<file path="src/shared/cpurf_regs.vh">
// register indices, flag layout and reset values of the cpu register file
`ifndef CPURF_REGS_VH
`define CPURF_REGS_VH
`define CPURF_ADDR_W 5
`define CPURF_IDX_R0 5'h00
`define CPURF_IDX_R1 5'h01
`define CPURF_IDX_R2 5'h02
`define CPURF_IDX_R3 5'h03
`define CPURF_IDX_A0 5'h04
`define CPURF_IDX_A1 5'h05
`define CPURF_IDX_FB 5'h06
`define CPURF_IDX_R0U 5'h07
`define CPURF_IDX_R0L 5'h08
`define CPURF_IDX_R1U 5'h09
`define CPURF_IDX_R1L 5'h0A
`define CPURF_IDX_LDL 5'h0B
`define CPURF_IDX_LDH 5'h0C
`define CPURF_IDX_LAP 5'h0D
`define CPURF_IDX_VTB 5'h0E
`define CPURF_IDX_PC 5'h0F
`define CPURF_IDX_USP 5'h10
`define CPURF_IDX_ISP 5'h11
`define CPURF_IDX_SB 5'h12
`define CPURF_IDX_FLG 5'h13
`define CPURF_IDX_SP 5'h14
`define CPURF_FLG_C 0
`define CPURF_FLG_D 1
`define CPURF_FLG_Z 2
`define CPURF_FLG_S 3
`define CPURF_FLG_B 4
`define CPURF_FLG_O 5
`define CPURF_FLG_I 6
`define CPURF_FLG_U 7
`define CPURF_FLG_RSV 11
`define CPURF_IPL_LO 12
`define CPURF_IPL_HI 14
`define CPURF_FLG_WMASK 16'h70FF
`define CPURF_RST16 16'h0000
`define CPURF_RST20 20'h00000
`define CPURF_SWI_USER_MAX 6'h1F
`endif

</file>
<file path="src/hdl/cpurf_core.v">
// cpu register file with two banks, stack pointers and flag word
// Overview of operation
// - thirteen core registers visible, banked group counted once
// - two full copies of data, address and frame base registers
// - data registers 16 bits; first two also as upper/lower bytes
// - third pairs with first, fourth with second, upper half high
// - two 16-bit address registers, also one 32-bit pair, second high
// - frame base is a 16-bit register
// - vector table base is a 20-bit register
// - program counter is 20 bits, next instruction address
// - user and interrupt stack pointers, one active at a time
// - stack select 0 picks interrupt pointer, 1 picks user pointer
// - stack select cleared on hardware interrupt or soft vector 0..31
// - static base is a 16-bit register
// - flag word is 11 bits showing processor state
// - carry takes carry, borrow or shifted-out bit from the alu
// - zero flag set when arithmetic result is zero
// - sign flag set when arithmetic result is negative
// - bank select 0 picks bank zero, 1 picks bank one
// - overflow flag set on overflow, else cleared
// - interrupt enable gates maskable interrupts; cleared on acceptance
// - 3-bit priority level; request enabled only if above it
// - reserved flag bits read undefined, written as zero
//
// Chosen here: the plain strobed port and the address map.
`timescale 1ns/10ps
`include "cpurf_regs.vh"
module cpurf_core (
    input wire clk,
    input wire rst,
    input wire [4:0] regAddr,
    input wire [31:0] regWrData,
    input wire regWrStb,
    input wire regRdStb,
    output reg [31:0] regRdData,
    input wire aluFlagStb,
    input wire aluCarry,
    input wire aluZero,
    input wire aluSign,
    input wire aluOverflow,
    input wire hwIntAccept,
    input wire swIntExec,
    input wire [5:0] swIntNum,
    input wire intReqValid,
    input wire [2:0] intReqLevel,
    output reg intEnabled,
    output reg userStackSel,
    output reg bankSel,
    output reg [15:0] activeStack,
    output reg [19:0] progCounter
);
    // banked group: index 0..6 inside a bank, bank adds 7
    // seven banked plus six unbanked registers make the visible set
    reg [15:0] bankRegQ [0:13];
    reg [19:0] vtbQ, pcQ;
    reg [15:0] uspQ, ispQ, sbQ;
    reg [15:0] flgQ;
    reg [15:0] flgD;
    wire bankB = flgQ[`CPURF_FLG_B];
    integer i;

    function [3:0] bidx;
        input b;
        input [2:0] r;
        begin
            bidx = b ? {1'b0, r} + 4'h7 : {1'b0, r};
        end
    endfunction

    // bank chosen from current flag, other bank untouched
    wire [15:0] r0 = bankRegQ[bidx(bankB, 3'h0)];
    wire [15:0] r1 = bankRegQ[bidx(bankB, 3'h1)];
    wire [15:0] r2 = bankRegQ[bidx(bankB, 3'h2)];
    wire [15:0] r3 = bankRegQ[bidx(bankB, 3'h3)];
    wire [15:0] a0 = bankRegQ[bidx(bankB, 3'h4)];
    wire [15:0] a1 = bankRegQ[bidx(bankB, 3'h5)];
    wire [15:0] fb = bankRegQ[bidx(bankB, 3'h6)];
    wire [15:0] sp = flgQ[`CPURF_FLG_U] ? uspQ : ispQ;

    // acceptance of any interrupt
    wire intTaken = hwIntAccept | swIntExec;
    wire swUser = swIntExec & (swIntNum <= `CPURF_SWI_USER_MAX);

    // flag word: software write, then alu update, then interrupt
    // acceptance, so hardware events always win the same cycle
    always @* begin
        flgD = flgQ;
        if (regWrStb && regAddr == `CPURF_IDX_FLG) begin
            // reserved bits never stored
            flgD = regWrData[15:0] & `CPURF_FLG_WMASK;
        end
        if (aluFlagStb) begin
            flgD[`CPURF_FLG_C] = aluCarry;
            flgD[`CPURF_FLG_Z] = aluZero;
            flgD[`CPURF_FLG_S] = aluSign;
            flgD[`CPURF_FLG_O] = aluOverflow;
        end
        if (intTaken) begin
            flgD[`CPURF_FLG_I] = 1'b0;
        end
        if (hwIntAccept || swUser) begin
            flgD[`CPURF_FLG_U] = 1'b0;
        end
    end

    always @(posedge clk) begin
        if (rst) begin
            for (i = 0; i < 14; i = i + 1) begin
                bankRegQ[i] <= `CPURF_RST16;
            end
            vtbQ <= `CPURF_RST20;
            pcQ <= `CPURF_RST20;
            uspQ <= `CPURF_RST16;
            ispQ <= `CPURF_RST16;
            sbQ <= `CPURF_RST16;
            flgQ <= `CPURF_RST16;
        end else begin
            if (regWrStb) begin
                if (regAddr == `CPURF_IDX_R0) begin
                    bankRegQ[bidx(bankB, 3'h0)] <= regWrData[15:0];
                end else if (regAddr == `CPURF_IDX_R1) begin
                    bankRegQ[bidx(bankB, 3'h1)] <= regWrData[15:0];
                end else if (regAddr == `CPURF_IDX_R2) begin
                    bankRegQ[bidx(bankB, 3'h2)] <= regWrData[15:0];
                end else if (regAddr == `CPURF_IDX_R3) begin
                    bankRegQ[bidx(bankB, 3'h3)] <= regWrData[15:0];
                end else if (regAddr == `CPURF_IDX_A0) begin
                    bankRegQ[bidx(bankB, 3'h4)] <= regWrData[15:0];
                end else if (regAddr == `CPURF_IDX_A1) begin
                    bankRegQ[bidx(bankB, 3'h5)] <= regWrData[15:0];
                end else if (regAddr == `CPURF_IDX_FB) begin
                    bankRegQ[bidx(bankB, 3'h6)] <= regWrData[15:0];
                end else if (regAddr == `CPURF_IDX_R0U) begin
                    bankRegQ[bidx(bankB, 3'h0)] <= {regWrData[7:0], r0[7:0]};
                end else if (regAddr == `CPURF_IDX_R0L) begin
                    bankRegQ[bidx(bankB, 3'h0)] <= {r0[15:8], regWrData[7:0]};
                end else if (regAddr == `CPURF_IDX_R1U) begin
                    bankRegQ[bidx(bankB, 3'h1)] <= {regWrData[7:0], r1[7:0]};
                end else if (regAddr == `CPURF_IDX_R1L) begin
                    bankRegQ[bidx(bankB, 3'h1)] <= {r1[15:8], regWrData[7:0]};
                end else if (regAddr == `CPURF_IDX_LDL) begin
                    bankRegQ[bidx(bankB, 3'h0)] <= regWrData[15:0];
                    bankRegQ[bidx(bankB, 3'h2)] <= regWrData[31:16];
                end else if (regAddr == `CPURF_IDX_LDH) begin
                    bankRegQ[bidx(bankB, 3'h1)] <= regWrData[15:0];
                    bankRegQ[bidx(bankB, 3'h3)] <= regWrData[31:16];
                end else if (regAddr == `CPURF_IDX_LAP) begin
                    bankRegQ[bidx(bankB, 3'h4)] <= regWrData[15:0];
                    bankRegQ[bidx(bankB, 3'h5)] <= regWrData[31:16];
                end else if (regAddr == `CPURF_IDX_VTB) begin
                    vtbQ <= regWrData[19:0];
                end else if (regAddr == `CPURF_IDX_USP) begin
                    uspQ <= regWrData[15:0];
                end else if (regAddr == `CPURF_IDX_ISP) begin
                    ispQ <= regWrData[15:0];
                end else if (regAddr == `CPURF_IDX_SB) begin
                    sbQ <= regWrData[15:0];
                end else if (regAddr == `CPURF_IDX_SP) begin
                    if (flgQ[`CPURF_FLG_U]) begin
                        uspQ <= regWrData[15:0];
                    end else begin
                        ispQ <= regWrData[15:0];
                    end
                end
            end
            // software load of the program counter, else it holds
            if (regWrStb && regAddr == `CPURF_IDX_PC) begin
                pcQ <= regWrData[19:0];
            end
            flgQ <= flgD;
        end
    end

    // read data in the cycle after the strobe only
    always @(posedge clk) begin
        if (rst) begin
            regRdData <= 32'h00000000;
        end else if (!regRdStb) begin
            regRdData <= 32'h00000000;
        end else if (regAddr == `CPURF_IDX_R0) begin
            regRdData <= {16'h0000, r0};
        end else if (regAddr == `CPURF_IDX_R1) begin
            regRdData <= {16'h0000, r1};
        end else if (regAddr == `CPURF_IDX_R2) begin
            regRdData <= {16'h0000, r2};
        end else if (regAddr == `CPURF_IDX_R3) begin
            regRdData <= {16'h0000, r3};
        end else if (regAddr == `CPURF_IDX_A0) begin
            regRdData <= {16'h0000, a0};
        end else if (regAddr == `CPURF_IDX_A1) begin
            regRdData <= {16'h0000, a1};
        end else if (regAddr == `CPURF_IDX_FB) begin
            regRdData <= {16'h0000, fb};
        end else if (regAddr == `CPURF_IDX_R0U) begin
            regRdData <= {24'h000000, r0[15:8]};
        end else if (regAddr == `CPURF_IDX_R0L) begin
            regRdData <= {24'h000000, r0[7:0]};
        end else if (regAddr == `CPURF_IDX_R1U) begin
            regRdData <= {24'h000000, r1[15:8]};
        end else if (regAddr == `CPURF_IDX_R1L) begin
            regRdData <= {24'h000000, r1[7:0]};
        end else if (regAddr == `CPURF_IDX_LDL) begin
            regRdData <= {r2, r0};
        end else if (regAddr == `CPURF_IDX_LDH) begin
            regRdData <= {r3, r1};
        end else if (regAddr == `CPURF_IDX_LAP) begin
            regRdData <= {a1, a0};
        end else if (regAddr == `CPURF_IDX_VTB) begin
            regRdData <= {12'h000, vtbQ};
        end else if (regAddr == `CPURF_IDX_PC) begin
            regRdData <= {12'h000, pcQ};
        end else if (regAddr == `CPURF_IDX_USP) begin
            regRdData <= {16'h0000, uspQ};
        end else if (regAddr == `CPURF_IDX_ISP) begin
            regRdData <= {16'h0000, ispQ};
        end else if (regAddr == `CPURF_IDX_SB) begin
            regRdData <= {16'h0000, sbQ};
        end else if (regAddr == `CPURF_IDX_FLG) begin
            // reserved bits are free to be anything; zero is simplest
            regRdData <= {16'h0000, flgQ};
        end else if (regAddr == `CPURF_IDX_SP) begin
            regRdData <= {16'h0000, sp};
        end else begin
            regRdData <= 32'h00000000;
        end
    end

    // registered status; lags the flag word, stack pointers and program counter by one cycle
    always @(posedge clk) begin
        if (rst) begin
            intEnabled <= 1'b0;
            userStackSel <= 1'b0;
            bankSel <= 1'b0;
            activeStack <= `CPURF_RST16;
            progCounter <= `CPURF_RST20;
        end else begin
            // maskable request passes only above the level
            intEnabled <= intReqValid & flgQ[`CPURF_FLG_I] &
                (intReqLevel > flgQ[`CPURF_IPL_HI:`CPURF_IPL_LO]);
            userStackSel <= flgQ[`CPURF_FLG_U];
            bankSel <= bankB;
            activeStack <= sp;
            progCounter <= pcQ;
        end
    end
endmodule

</file>
<file path="config.mk">
export PLATFORM = sky130hd
export DESIGN_NAME = cpurf_core
export DESIGN_NICKNAME = d
export VERILOG_FILES = /design/src/hdl/cpurf_core.v
export VERILOG_INCLUDE_DIRS = /design/src /design/src/shared
export SDC_FILE = /design/constraint.sdc
export NUM_CORES = 1
export LEC_CHECK = 0
export BUFFER_PORTS_ARGS = -buffer_cell sky130_fd_sc_hd__buf_2
export CORE_UTILIZATION = 40
export DETAILED_ROUTE_END_ITERATION = 16
export MAX_ROUTING_LAYER = met4
export PLACE_DENSITY = 0.66
export SLEW_MARGIN = 0
export SYNTH_ARGS = -nofsm -noshare
export SYNTH_HDL_FRONTEND = slang
export SYNTH_SLANG_ARGS = --single-unit
</file>
<file path="constraint.sdc">
create_clock -name clk -period 5.5 [get_ports clk]
set_clock_uncertainty 0.1 [all_clocks]
set_input_delay 1.375 -clock clk [delete_from_list [all_inputs] [get_ports clk]]
set_output_delay 1.375 -clock clk [all_outputs]
set_load 0.03 [all_outputs]
</file>
# ---- Yosys cells after proc, flatten, opt, wreduce, memory -nomap -nowiden
# Memories as Yosys holds them, arrays and structs flattened.
# Index checks and enable logic that the tools add are counted.
dict set report op_classes {
  n_addsub 0
  multipliers 0
  n_div 0
  order_cmp 2
  n_eq_ne 24
  n_shift 0
  muxes 222
  bitwise_logic 32
  n_reduce_logical 23
}
# operator n
set op_table {}
lappend op_table {{$mux W16} 43}
lappend op_table {{$mux W1} 158}
lappend op_table {{$reduce_or A16 Y1} 7}
lappend op_table {{$mux W32} 3}
lappend op_table {{$mux W4} 13}
lappend op_table {{$eq A5 B4 Y1 const B} 8}
lappend op_table {{$mux W20} 2}
lappend op_table {{$reduce_and A20 Y1} 2}
lappend op_table {{$eq A5 B5 Y1 const B} 5}
lappend op_table {{$eq A5 B3 Y1 const B} 4}
lappend op_table {{$reduce_and A19 Y1} 1}
lappend op_table {{$not A1 Y1} 18}
lappend op_table {{$reduce_and A16 Y1} 1}
lappend op_table {{$reduce_or A13 Y1} 1}
lappend op_table {{$or A1 B1 Y1} 11}
lappend op_table {{$eq A5 B2 Y1 const B} 2}
lappend op_table {{$reduce_bool A2 Y1} 4}
lappend op_table {{$le A6 B5 Y1 const B} 1}
lappend op_table {{$mux W6} 1}
lappend op_table {{$ne A2 B2 Y1 const B} 3}
lappend op_table {{$reduce_or A2 Y1} 3}
lappend op_table {{$eq A5 B1 Y1 const B} 1}
lappend op_table {{$logic_not A5 Y1} 1}
lappend op_table {{$and A1 B1 Y1} 3}
lappend op_table {{6 further kinds} 7}
dict set report word_totals {
  register_bits 170
  latchBits 0
  ramBits 224
  rom_bits 0
  input_bits 58
  mem_count 1
}
# name words width read_ports rd_ports_with_merged_regs write_ports line_no
set mem_list {}
lappend mem_list {bankRegQ 14 16 7 0 14 cpurf_core.v:54} ;# reg [15:0] bankRegQ [0:13];

# ---- Longest topological paths before layout
# Gate-level depths: netlist (run 1).
dict set report depth {
  ltp_word 22
  ltp_mapped 13
  mapped_depth_nobuf 9
}

# ---- Worst setup path after synthesis (run 1)
# Ideal clock, no wire load.
dict set report synth_timing {
  path_kind {input -> register}
  from {input regAddr[2]}
  to {memory bankRegQ[1][0], enable pin}
  t_arrival_ps 4102
  slack_ps 877
  path_stages 10
  path_buffers 3
  path_cell_list {buf_4 -> or3_1 -> clkbuf_1 -> nor2_1 -> o21ai_0 -> ha_1 -> nor3_1 -> nand2_1 -> clkbuf_1 -> nand3b_1}
}
# element line_no
set synth_rtl {}
lappend synth_rtl {{start, declared} cpurf_core.v:31} ;# input wire [4:0] regAddr,
lappend synth_rtl {{end, declared} cpurf_core.v:54}

==> out/summary.log, run 1 <==
[drt] via count 17446
[global_route] vias in the first global route 16280
[logic_synthesis] combinational family with the most area after synthesis compound AO/OA/AOI/OAI gates
[layout] count of non-filler cells in the finished layout 2794
[power_and_ir_drop] portion of total power attributed to combinational logic 10.1%
[logic_synthesis] Synth Warn # 0
[global_route] largest net degree at the start of global routing 73
[global_route] sum of overflow across all layers after global routing 0
[sta] number of setup violations in the final report 0
[sta] share of the clock period used by the worst path after layout 75.9%
[worst_setup_path] delay of the slowest critical-path stage 0.88 ns
[clock_network] clock tree from TritonCTS done
[layout] Post-layout nets 2170
[logic_synthesis] fraction of the mapped netlist area in simple logic gates 15.1%
[logic_synthesis] Post-Synthesis Mean Instance Area 9.93 um^2
[flow_run] Maximum Capacitance Violations 0
[placement] Final HPWL DP 58100 um
[sta] count of pins over their slew limit 0
[clock_network] number of clock sinks 394
[drt] number of search-and-repair iterations in the first detailed-routing pass 5
[worst_setup_path] worst-path cell chain buf_2 -> buf_4 -> or3b_1 -> nor3_4 -> a21oi_1 -> nand3_1 -> and3_1 -> o22ai_1
[global_route] antenna violations before repair 2
[sta] final hold violations 0
[sta] post-route worst setup slack 1.32 ns
[power_and_ir_drop] clock share of power 44.0%
[logic_synthesis] cells after synthesis 1985
[worst_setup_path] Max stage delay cell, worst path sky130_fd_sc_hd__and3_1
[worst_setup_path] Req. time, crit path 5.68 ns
[die] top-level port count 129
[sta] maximum operating frequency 239 MHz
[sta] Max transition margin 16.1%
[power_and_ir_drop] worst vdd ir 0.198 mV
[global_route] total global-route track usage 33.1%
[die] Starting Density 40.9%
[drt] number of DRC violations after detailed routing 0
[sta] transition time of the tightest slew-check pin 1.22 ns
[global_route] global-route wire length before repair 115000 um
[clock_network] clock-pin slew reported for the worst setup and hold paths after clock tree synthesis 0.06 ns
[logic_synthesis] multiplexer share of the synthesized area 10.8%
[drt] detailed router's first-iteration violation count 2695
[clock_network] CTS Hold Bufs 0
[drt] DR WL/cell 29.2 um
[placement] post-placement worst setup slack 0.846 ns
[power_and_ir_drop] design internal power 0.00520 W
[logic_synthesis] nets in the synthesized netlist 2051
[clock_network] Clock Path Buffers 3
[power_and_ir_drop] static leakage power 8.77 nW
[layout] n_diodes 0
[worst_setup_path] WS Path Type input port to register
[worst_setup_path] startpoint type of the worst setup path input port
[placement] Buffers on Ports 123
[sta] RSZ-0062 raised after global routing false
[clock_network] total of cells resized after clock tree synthesis 0
[die] horizontal die dimension 224 um
[worst_setup_path] r2r setup slk 1.99 ns
[die] Row Count 80
[clock_network] number of buffers inserted during clock tree synthesis 43
[worst_setup_path] Worst setup EP type register
[logic_synthesis] flop and latch count out of synthesis 394
[power_and_ir_drop] switching component of the power 0.00180 W
[power_and_ir_drop] switching portion of total power 25.7%
[drt] detail-routed via count per cell 6.24
[logic_synthesis] post-synthesis instance area 19700 um^2
[power_and_ir_drop] Power, Total 0.00700 W
[placement] RD Place Congestion 1.03
[hold_path] min-delay worst type register to register
[logic_synthesis] share of the yosys chip area belonging to registers 51.4%
[drt] count of nets left with antenna violations after detail routing 0
[power_and_ir_drop] cell area power density 306 nW/um^2
[clock_network] H-Tree Depth 2
[logic_synthesis] count of unique library cells instantiated by Yosys 84
[die] die height 224 um
[worst_setup_path] worst path arrival time 4.35 ns
[placement] total placed cells including tap cells 2715
[run_status] status finished, final reports clean
[logic_synthesis] fraction of registers with async set or reset after synthesis 0%
[logic_synthesis] number of flops mapped to enable cells by yosys 224
[logic_synthesis] main flop type after synthesis sky130_fd_sc_hd__edfxtp_1
[layout] fraction of final layout cells sized beyond drive strength 1 19.0%
[clock_network] CTS root buffer sky130_fd_sc_hd__clkbuf_16
[logic_synthesis] share of the synthesized area in compound gates (AO/OA/AOI/OAI) 17.8%
[logic_synthesis] xor and xnor area share after synthesis 0%
[worst_setup_path] Critical Path Fanout Max 18
[logic_synthesis] synthesized-area fraction occupied by adder cells 0.508%
[die] core area 48100 um^2
[die] Total Die Area 50200 um^2
[worst_setup_path] family with the most delay on the worst path simple AND/OR/NAND/NOR gates
[clock_network] Post CTS Setup Buffer Count 0
[sta] time the worst path needs with I/O delays and setup 4.18 ns
[drt] total wirelength of the detailed-routed design 81500 um
[clock_network] clock latency reported for the late side of the worst-skew pair 0.60 ns
[layout] area growth from synthesis to final layout 15.9%
[power_and_ir_drop] register share of total power 45.9%
[sta] final-layout worst hold slack 0.354 ns
[sta] total negative setup slack 0 ns
[worst_setup_path] Crit path buffers/inverters 2
==> cell type report <==
cell class,count,area [um^2]
clock buffer,54,1190
inverter,17,63.8
tap,656,821
fill,4527,25300
timing repair buffer,249,1610
sequential,394,10100
multi-input combinational,1399,8730
clock inverter,25,312
==> cells by family after synthesis <==
| family | Yosys count |
|---|---|
| AOI/OAI and AO/OA | 530 |
| adders and majority gates | 8 |
| buffers and inverters | 192 |
| DFF | 394 |
| muxes | 207 |
| and+or+nand+nor | 654 |
==> cell usage in the layout (no fill, tap or decap), types with 6 or more instances in the layout <==
cell	n
sky130_fd_sc_hd__nand3b_1	11
sky130_fd_sc_hd__nand3_1	30
sky130_fd_sc_hd__nor2_1	308
sky130_fd_sc_hd__and3_1	7
sky130_fd_sc_hd__clkbuf_16	44
sky130_fd_sc_hd__nand2_1	169
sky130_fd_sc_hd__mux2_2	39
sky130_fd_sc_hd__buf_4	126
sky130_fd_sc_hd__ha_1	8
sky130_fd_sc_hd__mux2i_1	168
sky130_fd_sc_hd__edfxtp_1	224
sky130_fd_sc_hd__o311ai_0	10
sky130_fd_sc_hd__o22a_1	23
sky130_fd_sc_hd__nor3_1	21
sky130_fd_sc_hd__o22ai_2	10
sky130_fd_sc_hd__a21oi_1	139
sky130_fd_sc_hd__nand2b_1	31
sky130_fd_sc_hd__a211oi_1	7
sky130_fd_sc_hd__o21ai_0	70
sky130_fd_sc_hd__a221oi_1	11
sky130_fd_sc_hd__o211ai_1	20
sky130_fd_sc_hd__a22oi_1	12
sky130_fd_sc_hd__buf_2	120
sky130_fd_sc_hd__a222oi_1	7
sky130_fd_sc_hd__nor2b_1	32
sky130_fd_sc_hd__a31oi_1	10
sky130_fd_sc_hd__bufinv_16	6
sky130_fd_sc_hd__inv_1	17
sky130_fd_sc_hd__dfxtp_1	169
sky130_fd_sc_hd__o22ai_1	143
==> power by group through the flow <==
stage	clock network, W	logic [W]	registers (W)
6_report	0.00308	0.000705	0.00321
5_1_grt	0.00322	0.000723	0.00322
4_1_cts	0.00308	0.000680	0.00321
3_5_place_dp	0	0.000678	0.00327
3_3_place_gp	0	0.000675	0.00327
2_1_floorplan	0	0.000351	0.00328
==> cells in the mapped netlist (4+ instances only) <==
master | n | area share, %
sky130_fd_sc_hd__ha_1 | 8 | 0.51
sky130_fd_sc_hd__a2bb2oi_1 | 5 | 0.22
sky130_fd_sc_hd__mux2_2 | 39 | 2.2
sky130_fd_sc_hd__buf_1 | 7 | 0.13
sky130_fd_sc_hd__a22oi_1 | 12 | 0.46
sky130_fd_sc_hd__and3_1 | 7 | 0.22
sky130_fd_sc_hd__o22a_1 | 23 | 1.0
sky130_fd_sc_hd__o221ai_1 | 6 | 0.27
sky130_fd_sc_hd__o21ai_0 | 70 | 1.8
sky130_fd_sc_hd__o211ai_1 | 20 | 0.76
sky130_fd_sc_hd__nor2b_1 | 32 | 1.0
sky130_fd_sc_hd__nor2_1 | 308 | 5.9
sky130_fd_sc_hd__a2111oi_0 | 4 | 0.18
sky130_fd_sc_hd__nor3_1 | 21 | 0.53
sky130_fd_sc_hd__a21o_1 | 5 | 0.19
sky130_fd_sc_hd__o22ai_1 | 143 | 4.5
sky130_fd_sc_hd__mux2i_1 | 168 | 8.5
sky130_fd_sc_hd__buf_2 | 58 | 1.5
sky130_fd_sc_hd__dfxtp_1 | 170 | 17
sky130_fd_sc_hd__nand3_1 | 30 | 0.76
sky130_fd_sc_hd__a221o_1 | 5 | 0.25
sky130_fd_sc_hd__nand2_1 | 169 | 3.2
sky130_fd_sc_hd__a211oi_1 | 7 | 0.27
sky130_fd_sc_hd__nor3b_1 | 5 | 0.19
sky130_fd_sc_hd__nand3b_1 | 11 | 0.42
sky130_fd_sc_hd__o31ai_1 | 4 | 0.15
sky130_fd_sc_hd__nand2b_1 | 31 | 0.98
sky130_fd_sc_hd__a22o_1 | 5 | 0.22
sky130_fd_sc_hd__a222oi_1 | 7 | 0.36
sky130_fd_sc_hd__o21a_1 | 4 | 0.15
sky130_fd_sc_hd__a21oi_1 | 139 | 3.5
sky130_fd_sc_hd__clkbuf_1 | 92 | 1.8
sky130_fd_sc_hd__edfxtp_1 | 224 | 34
sky130_fd_sc_hd__a221oi_1 | 11 | 0.49
sky130_fd_sc_hd__or3_1 | 4 | 0.13
sky130_fd_sc_hd__buf_4 | 11 | 0.42
sky130_fd_sc_hd__inv_1 | 17 | 0.32
sky130_fd_sc_hd__o22ai_2 | 10 | 0.63
sky130_fd_sc_hd__a31oi_1 | 10 | 0.32
sky130_fd_sc_hd__buf_6 | 7 | 0.40
sky130_fd_sc_hd__o311ai_0 | 10 | 0.44
==> layer usage <==
layer / vias to the layer above / routed length (um) / track usage [%]
li1: 7548 / - / -
met1: 8547 / 32700 / 43.5
met2: 1118 / 35100 / 47.5
met3: 233 / 8290 / 6.37
met4: 0 / 5400 / 19.1
met5: - / 0 / -
==> through the flow <==
stage	instance area (um^2)	utilization [%]
global placement	21400	44.3
detailed placement	21400	44.3
floorplan	19700	-
finish	22900	47.5
global route	22900	47.5
CTS	22900	47.5
==> state kept, by name (all words and copies together) (netlist names) <==
name and flops:
intEnabled 1, progCounter 20, bankRegQ 224, activeStack 16, bankSel 1, vtbQ 20
userStackSel 1, pcQ 20, sbQ 16, flgQ 11, uspQ 16, regRdData 32
ispQ 16
==> worst reg2reg max path, cell delays in order (launching register included) <==
cell and delay (ns):
sky130_fd_sc_hd__dfxtp_4 0.75, sky130_fd_sc_hd__buf_4 0.47, sky130_fd_sc_hd__mux2i_1 0.72, sky130_fd_sc_hd__o22ai_1 0.15
sky130_fd_sc_hd__a21oi_1 0.66, sky130_fd_sc_hd__buf_4 0.31, sky130_fd_sc_hd__o22ai_1 0.10
==> final timing paths <==
kind,to,startpoint,depth (start not counted)
setup / recovery,bankRegQ[11][15],regAddr[2],8
hold / removal,vtbQ[8],vtbQ[8],2
setup reg to reg,bankRegQ[3][3],flgQ[4],6
hold reg to reg,vtbQ[8],vtbQ[8],2
Power figures use the tool's default switching activity.
==> run 2: changes to the inputs <==
Settings changed: PLACE_DENSITY 0.66 to 0.68.
Clock period 5.5 ns to 3.39 ns, I/O delays scaled along.
==> out/summary.log, run 2 (synthesis results as in run 1) <==
[run_status] status finished, final reports clean
[drt] number of DRC violations after detailed routing 0
[layout] max reg flops 224
[worst_setup_path] R2R Path End regRdData[10]
[worst_setup_path] startpoint type of the worst setup path input port
[layout] count of non-filler cells in the finished layout 2922
[worst_setup_path] worst-path cell chain buf_2 -> buf_4 -> buf_12 -> or3b_2 -> a211oi_2 -> buf_4 -> a222oi_1 -> nor2_1 -> buf_4 -> o211ai_1 -> a221oi_1 -> buf_4
[hold_path] source of the worst hold timing path vtbQ[8]
[layout] Post-layout nets 2296
[global_route] sum of overflow across all layers after global routing 0
[clock_network] H-Tree Depth 2
[clock_network] CTS root buffer sky130_fd_sc_hd__clkbuf_16
[layout] Largest regs bankRegQ: 224 flops, regRdData: 32 flops
[power_and_ir_drop] static leakage power 9.47 nW
[layout] commonest non-fill, non-tap cell in the layout sky130_fd_sc_hd__nor2_1
[power_and_ir_drop] worst vdd ir 0.403 mV
[hold_path] depth of the worst hold-timing path 2
[hold_path] min-delay worst type register to register
[worst_setup_path] source of the worst register-to-register timing path flgQ[4]
[clock_network] CTS Hold Bufs 0
[drt] total wirelength of the detailed-routed design 84700 um
[sta] share of the clock period used by the worst path after layout 88.5%
[global_route] global-route wire length before repair 119000 um
[drt] detailed router's first-iteration violation count 2558
[worst_setup_path] Worst Reg-to-Reg Cells 6
[worst_setup_path] depth of the critical timing path with buffers and inverters included 12
[worst_setup_path] r2r setup slk 0.48 ns
[clock_network] number of clock sinks 394
[worst_setup_path] WS Path Type input port to register
[clock_network] clock latency reported for the late side of the worst-skew pair 0.58 ns
[global_route] total global-route track usage 34.3%
[power_and_ir_drop] cell area power density 463 nW/um^2
[hold_path] worst min-delay path endpoint vtbQ[8]
[layout] most frequent cells in the layout 305 x sky130_fd_sc_hd__nor2_1, 226 x sky130_fd_sc_hd__buf_4, 224 x sky130_fd_sc_hd__edfxtp_1, 169 x sky130_fd_sc_hd__dfxtp_1, 168 x sky130_fd_sc_hd__mux2i_1
[worst_setup_path] most frequent CP cell sky130_fd_sc_hd__buf_4
[sta] count of pins over their slew limit 0
[sta] maximum operating frequency 333 MHz
[die] die height 224 um
[sta] transition time of the tightest slew-check pin 0.804 ns
[worst_setup_path] Critical Path Fanout Max 25
[placement] post-placement worst setup slack -0.0753 ns
[global_route] antenna violations before repair 1
[sta] number of setup violations in the final report 0
[drt] DR WL/cell 29.0 um
[global_route] vias in the first global route 16906
[worst_setup_path] Worst setup EP type register
[clock_network] Post CTS Setup Buffer Count 0
[clock_network] Clock Path Buffers 3
[clock_network] number of buffers inserted during clock tree synthesis 42
[worst_setup_path] Req. time, crit path 3.80 ns
[placement] Buffers on Ports 123
[worst_setup_path] Crit path buffers/inverters 6
[layout] register with the most flip-flops bankRegQ
[drt] detail-routed via count per cell 6.14
[clock_network] total of cells resized after clock tree synthesis 0
[die] Total Die Area 50200 um^2
[layout] final standard cell utilization of the core 50.1%
[placement] Final HPWL DP 62600 um
[sta] time the worst path needs with I/O delays and setup 3.00 ns
[sta] RSZ-0062 raised after global routing false
[sta] final hold violations 0
[drt] count of nets left with antenna violations after detail routing 0
[worst_setup_path] worst path arrival time 3.41 ns
[die] top-level port count 129
[worst_setup_path] delay of the slowest critical-path stage 0.55 ns
[worst_setup_path] family with the most delay on the worst path compound AO/OA/AOI/OAI gates
[sta] final-layout worst hold slack 0.355 ns
[worst_setup_path] Worst setup startpoint regAddr[2]
[die] Row Count 80
[global_route] largest net degree at the start of global routing 129
[worst_setup_path] Max stage delay cell, worst path sky130_fd_sc_hd__a221oi_1
[drt] number of search-and-repair iterations in the first detailed-routing pass 6
[flow_run] Maximum Capacitance Violations 0
[die] core area 48100 um^2
[sta] post-route worst setup slack 0.391 ns
[sta] Max transition margin 44.8%
[die] Starting Density 40.9%
[placement] total placed cells including tap cells 2842
[clock_network] clock tree from TritonCTS done
[layout] area growth from synthesis to final layout 22.4%
[layout] fraction of final layout cells sized beyond drive strength 1 23.8%
[power_and_ir_drop] Power, Total 0.0112 W
[clock_network] clock-pin slew reported for the worst setup and hold paths after clock tree synthesis 0.06 ns
[placement] RD Place Congestion 1.03
[drt] via count 17943
[die] horizontal die dimension 224 um
-- run 2: report_power, final --
part / leakage, nW / internal (W) / switching, W
clock: 0.683 / 0.00277 / 0.00190
combinational: 5.12 / 0.000406 / 0.000887
sequential: 3.67 / 0.00517 / 0.0000404
total: 9.47 / 0.00835 / 0.00282
-- run 2: worst register-to-register path, stage by stage, from the launching register on --
cell and delay [ns]:
sky130_fd_sc_hd__dfxtp_4 0.57, sky130_fd_sc_hd__buf_4 0.51, sky130_fd_sc_hd__mux2i_1 0.30, sky130_fd_sc_hd__a221oi_1 0.45, sky130_fd_sc_hd__o211ai_1 0.16, sky130_fd_sc_hd__a221oi_1 0.55, sky130_fd_sc_hd__buf_4 0.20
-- run 2: per-stage QoR --
stage                     setup TNS [ns]  cell area (um^2)
after floorplan                    -6.99             19900
after CTS                              0             24100
after detailed placement           -1.05             22700
after global placement            -0.930             22700
after global routing                   0             24100
final                                  0             24100
-- run 2: worst max-delay path by stage --
stage	end	slack [ns]
global route	regRdData[10]	0.34
detailed placement	regRdData[10]	-0.08
CTS	regRdData[10]	0.51
floorplan	bankRegQ[1][0]	-0.18
global placement	regRdData[10]	-0.07
finish	regRdData[10]	0.39
-- run 2: layout make-up --
class,count,area (um^2)
fillers,4379,24000
flip-flops and latches,394,10100
multi-input cells,1399,8790
repair buffers,376,2900
clock buffers,63,1280
well taps,656,821
clock inverters,15,133
inverters,17,63.8
diodes,2,5.00
-- run 2: metal layers --
metal / up-vias / track usage [%] / share of wire, %
li1: 7823 / - / -
met1: 8875 / 45.5 / 41
met2: 1058 / 52.0 / 45
met3: 187 / 4.93 / 9.1
met4: 0 / 15.5 / 5.1
met5: - / - / 0
